===== config.mk =====
export PLATFORM = sky130hd
export DESIGN_NAME = serial_flash_pin_interface
export DESIGN_NICKNAME = d
export VERILOG_FILES = /design/src/verilog/sflash_pkg.sv /design/src/verilog/pin_sync.sv /design/src/verilog/serial_flash_pin_interface.sv /design/src/verilog/sflash_fifo.sv
export SDC_FILE = /design/constraint.sdc
export NUM_CORES = 2
export LEC_CHECK = 0
export ABC_AREA = 1
export BUFFER_PORTS_ARGS = -buffer_cell sky130_fd_sc_hd__buf_2
export CELL_PAD_IN_SITES_DETAIL_PLACEMENT = 1
export CELL_PAD_IN_SITES_GLOBAL_PLACEMENT = 1
export CORE_AREA = 2 2 416 418
export DETAILED_ROUTE_END_ITERATION = 16
export DIE_AREA = 0 0 418 420
export PLACE_DENSITY = 0.82
export SLEW_MARGIN = 20
export SYNTH_ARGS = -nofsm -noshare
export SYNTH_HDL_FRONTEND = slang
export SYNTH_HIERARCHICAL = 1
export SYNTH_SLANG_ARGS = --single-unit

===== constraint.sdc =====
create_clock -name clk_i -period 7.9 [get_ports clk_i]
set_clock_uncertainty 0.05 [all_clocks]
set_input_delay 1.58 -clock clk_i [delete_from_list [all_inputs] [get_ports clk_i]]
set_output_delay 1.58 -clock clk_i [all_outputs]
set_load 0.05 [all_outputs]

===== src/verilog/sflash_pkg.sv =====
package sflash_pkg;

  ////////////////////////////////////////////////////////////////////////
  // array organisation
  localparam int unsigned PAGE_BYTES = 256;
  localparam int unsigned SECTOR_PAGES = 256;
  localparam int unsigned PAGES_2M = 1024;
  localparam int unsigned PAGES_1M = 512;
  localparam int unsigned SECTORS_2M = 4;
  localparam int unsigned SECTORS_1M = 2;
  localparam int unsigned SECTOR_BYTES = 65536;
  localparam int unsigned SUBSECTOR_BYTES = 4096;
  localparam int unsigned ADDR_W = 18;
  localparam int unsigned SECTOR_LSB = 16;
  localparam int unsigned ADDR_BYTES = 3;
  localparam int unsigned FIFO_DEPTH = 16;

  localparam logic [ADDR_W-1:0] MASK_2M = ADDR_W'(PAGES_2M * PAGE_BYTES - 1);
  localparam logic [ADDR_W-1:0] MASK_1M = ADDR_W'(PAGES_1M * PAGE_BYTES - 1);
  localparam logic [ADDR_W-1:0] PAGE_MASK = ~ADDR_W'(PAGE_BYTES - 1);
  localparam logic [ADDR_W-1:0] SUB_MASK = ~ADDR_W'(SUBSECTOR_BYTES - 1);
  localparam logic [ADDR_W-1:0] SECT_MASK = ~ADDR_W'(SECTOR_BYTES - 1);

  ////////////////////////////////////////////////////////////////////////
  // command codes
  localparam logic [7:0] CMD_WR_EN = 8'h06;
  localparam logic [7:0] CMD_WR_DIS = 8'h04;
  localparam logic [7:0] CMD_RD_STAT = 8'h05;
  localparam logic [7:0] CMD_WR_STAT = 8'h01;
  localparam logic [7:0] CMD_READ = 8'h03;
  localparam logic [7:0] CMD_PG_WRITE = 8'h0a;
  localparam logic [7:0] CMD_PG_PROG = 8'h02;
  localparam logic [7:0] CMD_PG_ERASE = 8'hdb;
  localparam logic [7:0] CMD_SUB_ERASE = 8'h20;
  localparam logic [7:0] CMD_SECT_ERASE = 8'hd8;
  localparam logic [7:0] CMD_BULK_ERASE = 8'hc7;

  ////////////////////////////////////////////////////////////////////////
  // status byte layout and reset values
  localparam int unsigned ST_BUSY = 0;
  localparam int unsigned ST_LATCH = 1;
  localparam int unsigned ST_BOUND_LO = 2;
  localparam int unsigned ST_BOUND_HI = 3;
  localparam logic [1:0] BOUND_RST = 2'h0;
  // sclk, select_n, serial_in, reset_n, write_protect_n
  localparam logic [4:0] PIN_RST = 5'h0b;

  typedef enum logic [2:0] {
    OP_PROGRAM,
    OP_PAGE_ERASE,
    OP_SUB_ERASE,
    OP_SECT_ERASE,
    OP_BULK_ERASE
  } op_kind_e;

endpackage

===== src/verilog/pin_sync.sv =====
`timescale 1ns/1ps
`default_nettype none
module pin_sync #(
  parameter int unsigned WIDTH = 1,
  parameter logic [WIDTH-1:0] RST_VAL = '0
) (
  input wire logic clk_i,
  input wire logic srst_i,
  input wire logic [WIDTH-1:0] d_i,
  output logic [WIDTH-1:0] q_o
);
  // first stage feeds only the second stage
  logic [WIDTH-1:0] meta_q;

  always_ff @(posedge clk_i) begin
    if (srst_i) begin
      meta_q <= RST_VAL;
      q_o <= RST_VAL;
    end else begin
      meta_q <= d_i;
      q_o <= meta_q;
    end
  end
endmodule // pin_sync
`default_nettype wire


===== src/verilog/serial_flash_pin_interface.sv =====
`timescale 1ns/1ps
`default_nettype none
// Notes on behaviour
// read data bit changes after each falling serial clock edge
// command, address, data bits sampled on rising serial clock edges
// select high means deselected and serial output not driven
// deselected with no internal cycle means standby power
// select low means selected, active power, ready for a command
// no command starts until a select falling edge is seen
// hardware reset input high means normal operation
// hardware reset low means reset mode, serial output not driven
// hardware reset during an internal cycle disturbs it; master avoids
// write protect freezes protect bounds; protected area refuses changes
// page write or program takes 1 to 256 data bytes
// page write runs page erase then page program
// 2-megabit array: 4 sectors of 256 pages of 256 bytes
// 1-megabit array: 2 sectors of 256 pages of 256 bytes
// page, subsector, sector and bulk erase commands exist
// protection per 64KB sector, subsector erase per 4KB
// serial clock may idle low or high between transfers
// modifying commands need a multiple of eight clock pulses
// modifying commands need the write latch flag set first
// bytes go msb first; select rising edge ends the command
module serial_flash_pin_interface #(
  parameter bit TWO_MBIT = 1'b1
) (
  input wire logic clk_i,
  input wire logic srst_i,
  input wire logic sclk_i,
  input wire logic select_n_i,
  input wire logic serial_in_i,
  output logic serial_out_o,
  output logic serial_out_oe_o,
  input wire logic reset_n_i,
  input wire logic write_protect_n_i,
  output logic op_valid_o,
  output sflash_pkg::op_kind_e op_kind_o,
  output logic [sflash_pkg::ADDR_W-1:0] op_addr_o,
  output logic [8:0] op_len_o,
  input wire logic op_done_i,
  output logic op_abort_o,
  input wire logic [7:0] buf_idx_i,
  output logic [7:0] buf_byte_o,
  output logic rd_req_o,
  output logic [sflash_pkg::ADDR_W-1:0] rd_addr_o,
  input wire logic rd_valid_i,
  input wire logic [7:0] rd_data_i,
  output logic write_latch_flag_o,
  output logic [1:0] protect_bound_o,
  output logic power_active_o
);

  typedef enum logic [2:0] {
    FR_IDLE, FR_OPC, FR_ADDR, FR_DATA, FR_READ, FR_STATUS, FR_WSR, FR_SKIP
  } frame_e;
  typedef enum logic [2:0] {EX_IDLE, EX_DRAIN, EX_ERASE, EX_LAST} exec_e;

  localparam logic [sflash_pkg::ADDR_W-1:0] AMASK =
    TWO_MBIT ? sflash_pkg::MASK_2M : sflash_pkg::MASK_1M;
  localparam logic [2:0] SECTORS =
    TWO_MBIT ? 3'(sflash_pkg::SECTORS_2M) : 3'(sflash_pkg::SECTORS_1M);

  ////////////////////////////////////////////////////////////////////////
  // helpers

  function automatic logic takes_addr(input logic [7:0] op);
    takes_addr = (op == sflash_pkg::CMD_READ) | (op == sflash_pkg::CMD_PG_WRITE) |
      (op == sflash_pkg::CMD_PG_PROG) | (op == sflash_pkg::CMD_PG_ERASE) |
      (op == sflash_pkg::CMD_SUB_ERASE) | (op == sflash_pkg::CMD_SECT_ERASE);
  endfunction

  function automatic logic is_page_data(input logic [7:0] op);
    is_page_data = (op == sflash_pkg::CMD_PG_WRITE) | (op == sflash_pkg::CMD_PG_PROG);
  endfunction

  // bounds 0..3 cover 0, 1, 2 or all top sectors
  function automatic logic in_protected(input logic [sflash_pkg::ADDR_W-1:0] a,
                                        input logic [1:0] b);
    logic [2:0] n;
    logic [2:0] sec;
    n = (b == 2'h0) ? 3'h0 : (b == 2'h3) ? SECTORS : (3'h1 << (b - 2'h1));
    n = (n > SECTORS) ? SECTORS : n;
    sec = 3'(a[sflash_pkg::ADDR_W-1:sflash_pkg::SECTOR_LSB]);
    in_protected = (n != 3'h0) & (sec >= SECTORS - n);
  endfunction

  ////////////////////////////////////////////////////////////////////////
  // pin synchronisers and edges

  logic [4:0] pin_s;
  logic sclk_s, sel_s, sin_s, hw_n_s, wp_n_s;
  logic sclk_q, sel_q, hw_n_q;
  logic rise, fall, cs_fall, cs_rise, rst_all;

  pin_sync #(.WIDTH(5), .RST_VAL(sflash_pkg::PIN_RST)) u_sync (
    .clk_i(clk_i),
    .srst_i(srst_i),
    .d_i({sclk_i, select_n_i, serial_in_i, reset_n_i, write_protect_n_i}),
    .q_o(pin_s)
  );

  assign sclk_s = pin_s[4];
  assign sel_s = ~pin_s[3];
  assign sin_s = pin_s[2];
  assign hw_n_s = pin_s[1];
  assign wp_n_s = pin_s[0];

  always_ff @(posedge clk_i) begin
    if (srst_i) begin
      sclk_q <= 1'b0;
      sel_q <= 1'b0;
      hw_n_q <= 1'b1;
    end else begin
      sclk_q <= sclk_s;
      sel_q <= sel_s;
      hw_n_q <= hw_n_s;
    end
  end

  // either idle level
  // both edges are found by level change, so idle level does not matter
  assign rise = sclk_s & ~sclk_q & sel_s;
  assign fall = ~sclk_s & sclk_q & sel_s;
  assign cs_fall = sel_s & ~sel_q;
  assign cs_rise = ~sel_s & sel_q;
  // normal when high
  // reset mode when low
  assign rst_all = srst_i | ~hw_n_s;

  ////////////////////////////////////////////////////////////////////////
  // serial receive

  frame_e fr_q, fr_d;
  exec_e ex_q;
  logic [2:0] bit_q;
  logic [7:0] sh_q, rx_byte, opc_q;
  logic [1:0] acnt_q;
  logic [23:0] addr_q;
  logic [8:0] dcnt_q;
  logic ovf_q, addr_ok_q, wsr_ok_q;
  logic [1:0] wsr_q, bound_q;
  logic byte_done, busy, push, fifo_in_ready;

  assign busy = (ex_q != EX_IDLE);
  // msb first
  assign rx_byte = {sh_q[6:0], sin_s};
  assign byte_done = rise & (bit_q == 3'h7) & (fr_q != FR_IDLE);
  assign push = byte_done & (fr_q == FR_DATA);

  always_comb begin
    fr_d = fr_q;
    case (fr_q)
      FR_OPC: begin
        if (busy & (rx_byte != sflash_pkg::CMD_RD_STAT)) begin
          fr_d = FR_SKIP;
        end else if (takes_addr(rx_byte)) begin
          fr_d = FR_ADDR;
        end else if (rx_byte == sflash_pkg::CMD_RD_STAT) begin
          fr_d = FR_STATUS;
        end else if (rx_byte == sflash_pkg::CMD_WR_STAT) begin
          fr_d = FR_WSR;
        end else begin
          fr_d = FR_SKIP;
        end
      end
      FR_ADDR: begin
        if (acnt_q == 2'(sflash_pkg::ADDR_BYTES - 1)) begin
          if (opc_q == sflash_pkg::CMD_READ) begin
            fr_d = FR_READ;
          end else if (is_page_data(opc_q)) begin
            fr_d = FR_DATA;
          end else begin
            fr_d = FR_SKIP;
          end
        end
      end
      FR_WSR: fr_d = FR_SKIP;
      default: fr_d = fr_q;
    endcase
  end

  always_ff @(posedge clk_i) begin
    if (rst_all) begin
      fr_q <= FR_IDLE;
    end else if (!sel_s) begin
      fr_q <= FR_IDLE;
    // select edge arms
    // only a seen select fall opens a frame, so select low through a pin reset is idle
    end else if (cs_fall) begin
      fr_q <= FR_OPC;
    end else if (byte_done) begin
      fr_q <= fr_d;
    end
  end

  always_ff @(posedge clk_i) begin
    if (rst_all | cs_fall) begin
      bit_q <= 3'h0;
      sh_q <= 8'h00;
      acnt_q <= 2'h0;
      dcnt_q <= 9'h000;
      ovf_q <= 1'b0;
      addr_ok_q <= 1'b0;
      wsr_ok_q <= 1'b0;
    // sample on rise
    end else if (rise) begin
      bit_q <= bit_q + 3'h1;
      sh_q <= rx_byte;
      if (byte_done & (fr_q == FR_ADDR)) begin
        acnt_q <= acnt_q + 2'h1;
        addr_ok_q <= (acnt_q == 2'(sflash_pkg::ADDR_BYTES - 1));
      end
      // up to 256
      if (push & (dcnt_q != 9'(sflash_pkg::PAGE_BYTES))) begin
        dcnt_q <= dcnt_q + 9'h001;
      end
      // a full fifo loses the byte, so the command is refused later
      if (push & ~fifo_in_ready) begin
        ovf_q <= 1'b1;
      end
      if (byte_done & (fr_q == FR_WSR)) begin
        wsr_ok_q <= 1'b1;
      end
    end
  end

  always_ff @(posedge clk_i) begin
    if (rst_all) begin
      opc_q <= 8'h00;
      addr_q <= 24'h000000;
      wsr_q <= 2'h0;
    end else if (byte_done) begin
      if (fr_q == FR_OPC) begin
        opc_q <= rx_byte;
      end
      if (fr_q == FR_ADDR) begin
        addr_q <= {addr_q[15:0], rx_byte};
      end
      if (fr_q == FR_WSR) begin
        wsr_q <= {rx_byte[sflash_pkg::ST_BOUND_HI], rx_byte[sflash_pkg::ST_BOUND_LO]};
      end
    end
  end

  ////////////////////////////////////////////////////////////////////////
  // command acceptance at select rise

  logic [sflash_pkg::ADDR_W-1:0] cmd_addr;
  logic whole, cmd_ok, accept, exec_go, wsr_go, wel_q, last_done;

  assign cmd_addr = addr_q[sflash_pkg::ADDR_W-1:0] & AMASK;
  // whole bytes only
  assign whole = (bit_q == 3'h0);

  // protected area
  // sector granularity
  always_comb begin
    case (opc_q)
      sflash_pkg::CMD_PG_WRITE, sflash_pkg::CMD_PG_PROG:
        cmd_ok = addr_ok_q & (dcnt_q != 9'h000) & ~ovf_q & ~in_protected(cmd_addr, bound_q);
      sflash_pkg::CMD_PG_ERASE, sflash_pkg::CMD_SUB_ERASE, sflash_pkg::CMD_SECT_ERASE:
        cmd_ok = addr_ok_q & ~in_protected(cmd_addr, bound_q);
      sflash_pkg::CMD_BULK_ERASE: cmd_ok = (bound_q == 2'h0);
      sflash_pkg::CMD_WR_STAT: cmd_ok = wsr_ok_q & wp_n_s;
      default: cmd_ok = 1'b0;
    endcase
  end

  // select rise ends
  // latch required
  assign accept = cs_rise & (fr_q != FR_IDLE) & whole & wel_q & ~busy & cmd_ok;
  assign wsr_go = accept & (opc_q == sflash_pkg::CMD_WR_STAT);
  assign exec_go = accept & (opc_q != sflash_pkg::CMD_WR_STAT);
  assign last_done = (ex_q == EX_LAST) & op_done_i;

  always_ff @(posedge clk_i) begin
    if (rst_all) begin
      wel_q <= 1'b0;
    end else if (cs_rise & (fr_q != FR_IDLE) & whole & ~busy &
                 (opc_q == sflash_pkg::CMD_WR_EN)) begin
      wel_q <= 1'b1;
    end else if ((cs_rise & (fr_q != FR_IDLE) & whole & ~busy &
                  (opc_q == sflash_pkg::CMD_WR_DIS)) | wsr_go | last_done) begin
      wel_q <= 1'b0;
    end
  end

  // frozen when low
  // bounds are kept through a pin reset, as the stored bits would be
  always_ff @(posedge clk_i) begin
    if (srst_i) begin
      bound_q <= sflash_pkg::BOUND_RST;
    end else if (wsr_go) begin
      bound_q <= wsr_q;
    end
  end

  ////////////////////////////////////////////////////////////////////////
  // data fifo and page buffer

  logic fifo_out_valid, fifo_out_ready;
  logic [7:0] fifo_out_data;
  logic [7:0] pbuf [sflash_pkg::PAGE_BYTES];
  logic [7:0] widx_q;

  sflash_fifo #(.WIDTH(8), .DEPTH(sflash_pkg::FIFO_DEPTH)) u_fifo (
    .clk_i(clk_i),
    .srst_i(srst_i),
    .in_valid_i(push),
    .in_ready_o(fifo_in_ready),
    .in_data_i(rx_byte),
    .out_valid_o(fifo_out_valid),
    .out_ready_i(fifo_out_ready),
    .out_data_o(fifo_out_data)
  );

  // the buffer is frozen while the array engine may be reading it
  assign fifo_out_ready = (ex_q == EX_IDLE) | (ex_q == EX_DRAIN);

  always_ff @(posedge clk_i) begin
    if (fifo_out_valid & fifo_out_ready) begin
      pbuf[widx_q] <= fifo_out_data;
    end
    buf_byte_o <= pbuf[buf_idx_i];
  end

  // wraps in page
  always_ff @(posedge clk_i) begin
    if (srst_i) begin
      widx_q <= 8'h00;
    end else if (byte_done & (fr_q == FR_ADDR) & (fr_d == FR_DATA)) begin
      widx_q <= rx_byte;
    end else if (fifo_out_valid & fifo_out_ready) begin
      widx_q <= widx_q + 8'h01;
    end
  end

  ////////////////////////////////////////////////////////////////////////
  // internal cycle sequencing

  logic pend_pw_q;

  always_ff @(posedge clk_i) begin
    if (rst_all) begin
      ex_q <= EX_IDLE;
      op_valid_o <= 1'b0;
      op_kind_o <= sflash_pkg::OP_PROGRAM;
      op_addr_o <= '0;
      op_len_o <= 9'h000;
      pend_pw_q <= 1'b0;
    end else begin
      op_valid_o <= 1'b0;
      case (ex_q)
        EX_IDLE: begin
          if (exec_go) begin
            pend_pw_q <= (opc_q == sflash_pkg::CMD_PG_WRITE);
            op_len_o <= dcnt_q;
            // erase kinds
            // array size
            // array size
            case (opc_q)
              sflash_pkg::CMD_PG_ERASE: begin
                op_kind_o <= sflash_pkg::OP_PAGE_ERASE;
                op_addr_o <= cmd_addr & sflash_pkg::PAGE_MASK;
              end
              sflash_pkg::CMD_SUB_ERASE: begin
                op_kind_o <= sflash_pkg::OP_SUB_ERASE;
                op_addr_o <= cmd_addr & sflash_pkg::SUB_MASK;
              end
              sflash_pkg::CMD_SECT_ERASE: begin
                op_kind_o <= sflash_pkg::OP_SECT_ERASE;
                op_addr_o <= cmd_addr & sflash_pkg::SECT_MASK;
              end
              sflash_pkg::CMD_BULK_ERASE: begin
                op_kind_o <= sflash_pkg::OP_BULK_ERASE;
                op_addr_o <= '0;
              end
              default: op_addr_o <= cmd_addr;
            endcase
            op_valid_o <= ~is_page_data(opc_q);
            ex_q <= is_page_data(opc_q) ? EX_DRAIN : EX_LAST;
          end
        end
        EX_DRAIN: begin
          if (!fifo_out_valid) begin
            op_valid_o <= 1'b1;
            // erase then program
            if (pend_pw_q) begin
              op_kind_o <= sflash_pkg::OP_PAGE_ERASE;
              op_addr_o <= op_addr_o & sflash_pkg::PAGE_MASK;
              ex_q <= EX_ERASE;
            end else begin
              op_kind_o <= sflash_pkg::OP_PROGRAM;
              ex_q <= EX_LAST;
            end
          end
        end
        EX_ERASE: begin
          if (op_done_i) begin
            op_valid_o <= 1'b1;
            op_kind_o <= sflash_pkg::OP_PROGRAM;
            op_addr_o <= cmd_addr;
            ex_q <= EX_LAST;
          end
        end
        EX_LAST: begin
          if (op_done_i) begin
            ex_q <= EX_IDLE;
          end
        end
        default: ex_q <= EX_IDLE;
      endcase
    end
  end

  // abort on reset
  // the array engine is told; data in the running cycle may be lost
  always_ff @(posedge clk_i) begin
    if (srst_i) begin
      op_abort_o <= 1'b0;
    end else begin
      op_abort_o <= hw_n_q & ~hw_n_s & busy;
    end
  end

  ////////////////////////////////////////////////////////////////////////
  // serial transmit

  logic [7:0] tx_q, nxt_q, status, load;
  logic tx_on;

  assign status = (8'(bound_q[1]) << sflash_pkg::ST_BOUND_HI) |
                  (8'(bound_q[0]) << sflash_pkg::ST_BOUND_LO) |
                  (8'(wel_q) << sflash_pkg::ST_LATCH) | (8'(busy) << sflash_pkg::ST_BUSY);
  assign tx_on = (fr_q == FR_READ) | (fr_q == FR_STATUS);
  assign load = (fr_q == FR_STATUS) ? status : nxt_q;

  // the array must answer a read request within four clocks
  always_ff @(posedge clk_i) begin
    if (rst_all) begin
      rd_req_o <= 1'b0;
      rd_addr_o <= '0;
      nxt_q <= 8'h00;
    end else begin
      rd_req_o <= 1'b0;
      if (byte_done & (fr_q == FR_ADDR) & (fr_d == FR_READ)) begin
        rd_addr_o <= {addr_q[sflash_pkg::ADDR_W-9:0], rx_byte} & AMASK;
        rd_req_o <= 1'b1;
      end else if (fall & (fr_q == FR_READ) & (bit_q == 3'h0)) begin
        rd_addr_o <= (rd_addr_o + 1'b1) & AMASK;
        rd_req_o <= 1'b1;
      end
      if (rd_valid_i) begin
        nxt_q <= rd_data_i;
      end
    end
  end

  // change after fall
  always_ff @(posedge clk_i) begin
    if (rst_all) begin
      tx_q <= 8'h00;
      serial_out_o <= 1'b0;
    end else if (fall & tx_on) begin
      if (bit_q == 3'h0) begin
        serial_out_o <= load[7];
        tx_q <= {load[6:0], 1'b0};
      end else begin
        serial_out_o <= tx_q[7];
        tx_q <= {tx_q[6:0], 1'b0};
      end
    end
  end

  // released when deselected
  // released in reset
  always_ff @(posedge clk_i) begin
    if (rst_all) begin
      serial_out_oe_o <= 1'b0;
    end else begin
      serial_out_oe_o <= sel_s & tx_on;
    end
  end

  // standby when idle
  // active when selected
  always_ff @(posedge clk_i) begin
    if (srst_i) begin
      power_active_o <= 1'b0;
    end else begin
      power_active_o <= sel_s | busy;
    end
  end

  assign write_latch_flag_o = wel_q;
  assign protect_bound_o = bound_q;

endmodule // serial_flash_pin_interface
`default_nettype wire


===== src/verilog/sflash_fifo.sv =====
`timescale 1ns/1ps
`default_nettype none
module sflash_fifo #(
  parameter int unsigned WIDTH = 8,
  parameter int unsigned DEPTH = 16
) (
  input wire logic clk_i,
  input wire logic srst_i,
  input wire logic in_valid_i,
  output logic in_ready_o,
  input wire logic [WIDTH-1:0] in_data_i,
  output logic out_valid_o,
  input wire logic out_ready_i,
  output logic [WIDTH-1:0] out_data_o
);
  localparam int unsigned AW = $clog2(DEPTH);

  logic [WIDTH-1:0] mem [DEPTH];
  logic [AW-1:0] wr_q;
  logic [AW-1:0] rd_q;
  logic [AW:0] cnt_q;
  logic push;
  logic pop;

  assign in_ready_o = (cnt_q != (AW+1)'(DEPTH));
  assign out_valid_o = (cnt_q != '0);
  assign push = in_valid_i & in_ready_o;
  assign pop = out_valid_o & out_ready_i;
  assign out_data_o = mem[rd_q];

  always_ff @(posedge clk_i) begin
    if (push) begin
      mem[wr_q] <= in_data_i;
    end
  end

  always_ff @(posedge clk_i) begin
    if (srst_i) begin
      wr_q <= '0;
      rd_q <= '0;
      cnt_q <= '0;
    end else begin
      if (push) begin
        wr_q <= (wr_q == AW'(DEPTH - 1)) ? '0 : wr_q + 1'b1;
      end
      if (pop) begin
        rd_q <= (rd_q == AW'(DEPTH - 1)) ? '0 : rd_q + 1'b1;
      end
      cnt_q <= cnt_q + (AW+1)'(push) - (AW+1)'(pop);
    end
  end
endmodule // sflash_fifo
`default_nettype wire


Word level (Yosys, flattened, before mapping)
Memory sizes are Yosys's and may differ from the RTL's. A register that Yosys moved wholly into a read port is not among the register bits.
Index checks and enable logic that the tools add are counted.
{"block": "classes", "n_addsub": 11, "order_cmp": 2, "eq_ne": 44, "shift": 1, "n_mux": 55, "bitwise": 68, "reduce_logical": 30}
{"operator": "18-bit two-way mux", "count": 4}
{"operator": "18-bit case mux with 4 select lines", "count": 1}
{"operator": "18-bit case mux with 3 select lines", "count": 1}
{"operator": "8-bit two-way mux", "count": 6}
{"operator": "3-bit two-way mux", "count": 14}
{"operator": "1-bit bitwise AND", "count": 41}
{"operator": "8-bit == test, second input constant", "count": 5}
{"operator": "8-bit by 2-bit == test with 1-bit output, second input constant", "count": 4}
{"operator": "8-bit by 3-bit == test with 1-bit output, second input constant", "count": 3}
{"operator": "3-bit case mux with 4 select lines", "count": 2}
{"operator": "18-bit by 1-bit adder with 18-bit output, second input constant", "count": 1}
{"operator": "3-bit case mux with 3 select lines", "count": 2}
{"operator": "1-bit two-way mux", "count": 17}
{"operator": "8-bit by 1-bit == test with 1-bit output, second input constant", "count": 2}
{"operator": "8-bit by 4-bit == test with 1-bit output, second input constant", "count": 2}
{"operator": "8-bit by 6-bit == test with 1-bit output, second input constant", "count": 2}
{"operator": "4-bit two-way mux", "count": 4}
{"operator": "2-bit AND reduction", "count": 8}
{"operator": "3-bit by 2-bit == test with 1-bit output, second input constant", "count": 5}
{"operator": "3-bit == test, second input constant", "count": 5}
{"operator": "1-bit bitwise OR", "count": 13}
{"operator": "3-bit nonzero test", "count": 4}
{"operator": "1-bit inverter", "count": 11}
{"operator": "2-bit != test, second input constant", "count": 5}
{"operator": "other kinds (35)", "count": 49}
{"block": "totals", "register_bits": 166, "ramBits": 2176, "n_memories": 2}
{"memory": "pbuf", "depth": 256, "width": 8, "rd": 1, "rd_ports_with_merged_regs": 1, "write_ports": 1, "line": "serial_flash_pin_interface.sv:303", "text": "logic [7:0] pbuf [sflash_pkg::PAGE_BYTES];"}
{"memory": "u_fifo.mem", "depth": 16, "width": 8, "rd": 1, "rd_ports_with_merged_regs": 1, "write_ports": 1, "line": "sflash_fifo.sv:18", "text": "logic [WIDTH-1:0] mem [DEPTH];"}

Depth between registers and ports, before layout
{"block": "depth", "ltp_word": 18, "depth_mapped": 18, "mapped_depth_nobuf": 18}

Cells and area by module
The synthesis kept the hierarchy.
{"module": "serial_flash_pin_interface", "instances": 1, "cells_each": 7450, "area_each_um2": 88668.8}
{"module": "sflash_fifo", "instances": 1, "cells_each": 611, "area_each_um2": 6252.2}
{"module": "pin_sync", "instances": 1, "cells_each": 31, "area_each_um2": 281.5}

Least setup slack after synthesis
Ideal clock, no wire load.
{"block": "synth_path", "path_kind": "reg2reg", "start": "register with a tool-made name", "end": "memory pbuf[0][6], data pin", "t_arrival_ns": 4.003, "required_time_ns": 7.028, "slack_ns": 3.025, "stages_incl_launch_ff": 7, "synth_period_minus_slack_ns": 4.875, "cell_sequence": "dfxtp_1 -> buf_4 -> clkbuf_1 -> nand3_1 -> nand3_1 -> nand3_1 -> nand2_1"}
{"element": "to (decl)", "line": "serial_flash_pin_interface.sv:303"}

Worst setup path in the final report
{"block": "layout_path", "start": "register ex_q[0]", "end": "memory pbuf[211][5] (enable)"}
{"block": "layout_via", "elab_chain_cells": 5, "word_cells_on_any_way": 6}
{"element": "from (decl)", "line": "serial_flash_pin_interface.sv:134", "text": "exec_e ex_q;"}
{"element": "from (signal assigned)", "line": "serial_flash_pin_interface.sv:381", "text": "ex_q <= is_page_data(opc_q) ? EX_DRAIN : EX_LAST;"}
{"element": "3-bit by 1-bit == test with 1-bit output / 3-bit zero test (equally long branches)", "line": "serial_flash_pin_interface.sv:318", "text": "assign fifo_out_ready = (ex_q == EX_IDLE) | (ex_q == EX_DRAIN);"}
{"element": "1-bit bitwise OR (*)", "line": "serial_flash_pin_interface.sv:318"}
{"element": "named net fifo_out_ready", "line": "serial_flash_pin_interface.sv:301", "text": "logic fifo_out_valid, fifo_out_ready;"}
{"element": "1-bit bitwise AND (*)", "line": "serial_flash_pin_interface.sv:321", "text": "if (fifo_out_valid & fifo_out_ready) begin"}
{"element": "1-bit two-way mux (*)", "line": "serial_flash_pin_interface.sv:321"}
{"element": "1-bit two-way mux (not written as such) (*)", "line": "serial_flash_pin_interface.sv:322", "text": "pbuf[widx_q] <= fifo_out_data;"}
Mark *: on every way through the listed nets, which the timed path passes. The rest lies on a longest branch.

==> results.txt <==
Status: completed
Remaining routing DRC violations: 0
Worst Setup Start Kind: register
Cell area after synthesis: 0.0952 mm^2
Area Overhead vs Synth: 9.24%
Setup bufs post-CTS: 0
IO buf count: 89
Largest net degree at the start of global routing: 313
Share of cells above drive strength 1: 6.49%
Register area share after synthesis: 72.3%
Tcrit/Tclk final: 63.4%
Finished Cell Area: 0.104 mm^2
Net Count, Synth: 8,149
Synth unique cells: 46
WP data required: 8330 ps
CTS Hold Bufs: 0
Total power: 32.4 mW
Tightest Pin Transition: 1470 ps
Unrepaired setup endpoints after global routing: false
Worst Hold Class: reg -> reg
Placed Area: 0.0969 mm^2
Worst EP arrival: 5440 ps
Max Cap Viol: 0
Clock latency on the worst-skew pair: 880 ps
Synth warnings: 6
Final WL: 299 mm
Final setup viols: 0
Synth area leader: edfxtp_1
H-tree depth: 4
Power Density: 311 mW/mm^2
Antenna violations before repair: 8
Fill cells: 17,070
Final Hold Fails: 0
Post-Synthesis Cells: 8,092
Final min period: 5010 ps
Drt pass-1 iters: 6
First-pass GRT wire length: 446 mm
Syn_area_per_cell: 11.8 um^2
FMAX: 200 MHz
Gr ovfl total: 0
Pins over their slew limit: 0
Die width: 418 um
Core area: 0.171 mm^2
Std-Cell Rows: 152
Total track usage: 33.8%
Initial Utilization: 55.7%
Routability congestion estimate: 0.848
Nets@finish: 8,004
Post-DRT Antenna Nets: 0
CTS tree: done
Leak pwr: 34.3 nW
Worst vdd ir: 0.387 mV
Die ar.: 0.176 mm^2
CTS Sinks: 2,352
Crit path max fanout: 22
1st-iter DRT viols: 8,132
Chip height: 420 um
Post-synth EDFFs: 2,176
DP HPWL: 166 mm
Top-Level Pins: 90
Share of the synthesized area in the top cell type: 68.6%
Cts repair resizes: 0
Clock root cell: clkbuf_16
Layout Utilization: 60.8%
Via count: 67,378
CTS clk-pin slew, worst paths: 60 ps
Post-synth ARST share: 0%
Crit Path Category: reg -> reg
Clock buffer depth: 3
CP Capture Type: register
Vias per cell: 6.50
Post-Layout Cell Count: 10,369
Number of global-route vias before repair: 70,625
Flops & latches, synth: 2,352
Slew headroom: 2.32%
Setup TNS: 0 ps
Per-cell routed wire length: 28.8 um
TritonCTS buffer count: 229
Cells after DPL: 9,947
Top_reg_cell synth: edfxtp_1
Synth top area cells: edfxtp_1 69%, nor2_1 5.7%, o21ai_0 5.5%
layout by cell type, fill, tap and decap left out, drive strengths merged:
| cell type | n |
|---|---|
| o211ai | 3 |
| o221ai | 1 |
| nor3b | 2 |
| clkinv | 88 |
| a31oi | 8 |
| a21oi | 143 |
| nand4 | 9 |
| dfxtp | 176 |
| nand2 | 1024 |
| o22ai | 505 |
| fa | 1 |
| or2 | 3 |
| xor2 | 17 |
| nor4 | 3 |
| a221oi | 1 |
| buf | 162 |
| o21ai | 1101 |
| diode | 1 |
| ha | 31 |
| edfxtp | 2176 |
| inv | 241 |
| a22oi | 4 |
| a32oi | 3 |
| nor2 | 1444 |
| and2 | 1 |
| clkbuf | 316 |
| xnor2 | 2 |
| nor3 | 13 |
| o21bai | 2 |
| nand3 | 631 |
| clkinvlp | 3 |
| bufinv | 8 |
| a211oi | 12 |
| o31ai | 1 |
cell type report:
cell class                 count  area [um^2]  share of cell area [%]
inverter                     237          933                   0.897
sequential                  2352        68900                    66.2
tap                         2233         2790                    2.69
antenna                        1         2.50                 0.00241
clock inverter               103          821                   0.789
timing repair buffer         162         1320                    1.27
clock buffer                 316         6230                    5.99
multi-input combinational   4965        23000                    22.1
synthesized netlist by cell type, types with 37 or more instances:
library cell  number
edfxtp_1        2176
nand2_1         1017
o22ai_1          505
buf_2            119
nand3_1          629
nor2_1          1438
clkbuf_1         326
o21ai_1           63
dfxtp_1          176
a21oi_1          143
inv_1            215
buf_1             37
o21ai_0         1038
critical path: stages, from the launching register on:
cell	delay [ps]
dfxtp_1	340
inv_1	110
ha_1	420
inv_1	170
nand2_1	240
nand2_1	360
inv_1	790
nand2_2	970
nor2_1	1100
cell families after synthesis:
kind of cell / after synthesis / share of synthesized area (%)
compound gates: 1784 / 10.1
flops: 2352 / 72.3
simple gates: 3130 / 13.4
buf+inv: 775 / 3.57
fa+ha+maj: 32 / 0.428
xor+xnor: 19 / 0.175
registers in the layout (all words and copies together), names as in the netlist, 3 cells and up, named ones only:
name           count
addr_q            18
u_sync/q_o         5
u_fifo/cnt_q       5
buf_byte_o         8
fr_q               3
u_fifo/wr_q        4
op_addr_o         18
nxt_q              8
u_fifo/rd_q        4
u_fifo/mem       128
bit_q              3
op_kind_o          3
dcnt_q             9
rd_addr_o         18
op_len_o           9
opc_q              8
widx_q             8
tx_q               7
sh_q               7
pbuf            2048
u_sync/meta_q      5
final timing paths:
check                              start                        to  slack, ps  cells past startpoint
min reg2reg  u_sync/meta_q[4]$_SDFF_PP0_  u_sync/q_o[4]$_SDFF_PP0_        360                      2
max reg2reg         ex_q[0]$_SDFFE_PP0P_    pbuf[211][5]$_DFFE_PP_       2890                      8
max                 ex_q[0]$_SDFFE_PP0P_    pbuf[211][5]$_DFFE_PP_       2890                      8
min          u_sync/meta_q[4]$_SDFF_PP0_  u_sync/q_o[4]$_SDFF_PP0_        360                      2
per-stage QoR:
step,setup WS (ps),hold slack (ps)
floorplan,3030,336
global placement,2740,339
detailed placement,2580,352
CTS,2910,363
global route,2740,379
finish,2890,359
layer usage:
metal	part of all wire [%]	wire length [um]	GRT usage [%]	up-vias
met4	5.1	15200	16.9	6
met3	8.5	25400	5.85	762
met1	37	112000	43.2	34303
li1	-	-	-	28751
met2	49	146000	55.9	3556
met5	0.013	40	0	-
report_power, final:
group / internal, mW / total [mW] / switching [mW]
Clock: 5.76 / 10.5 / 4.74
Sequential: 16.2 / 16.3 / 0.0829
Combinational: 0.802 / 5.57 / 4.77
(Power assumes the default switching activity.)
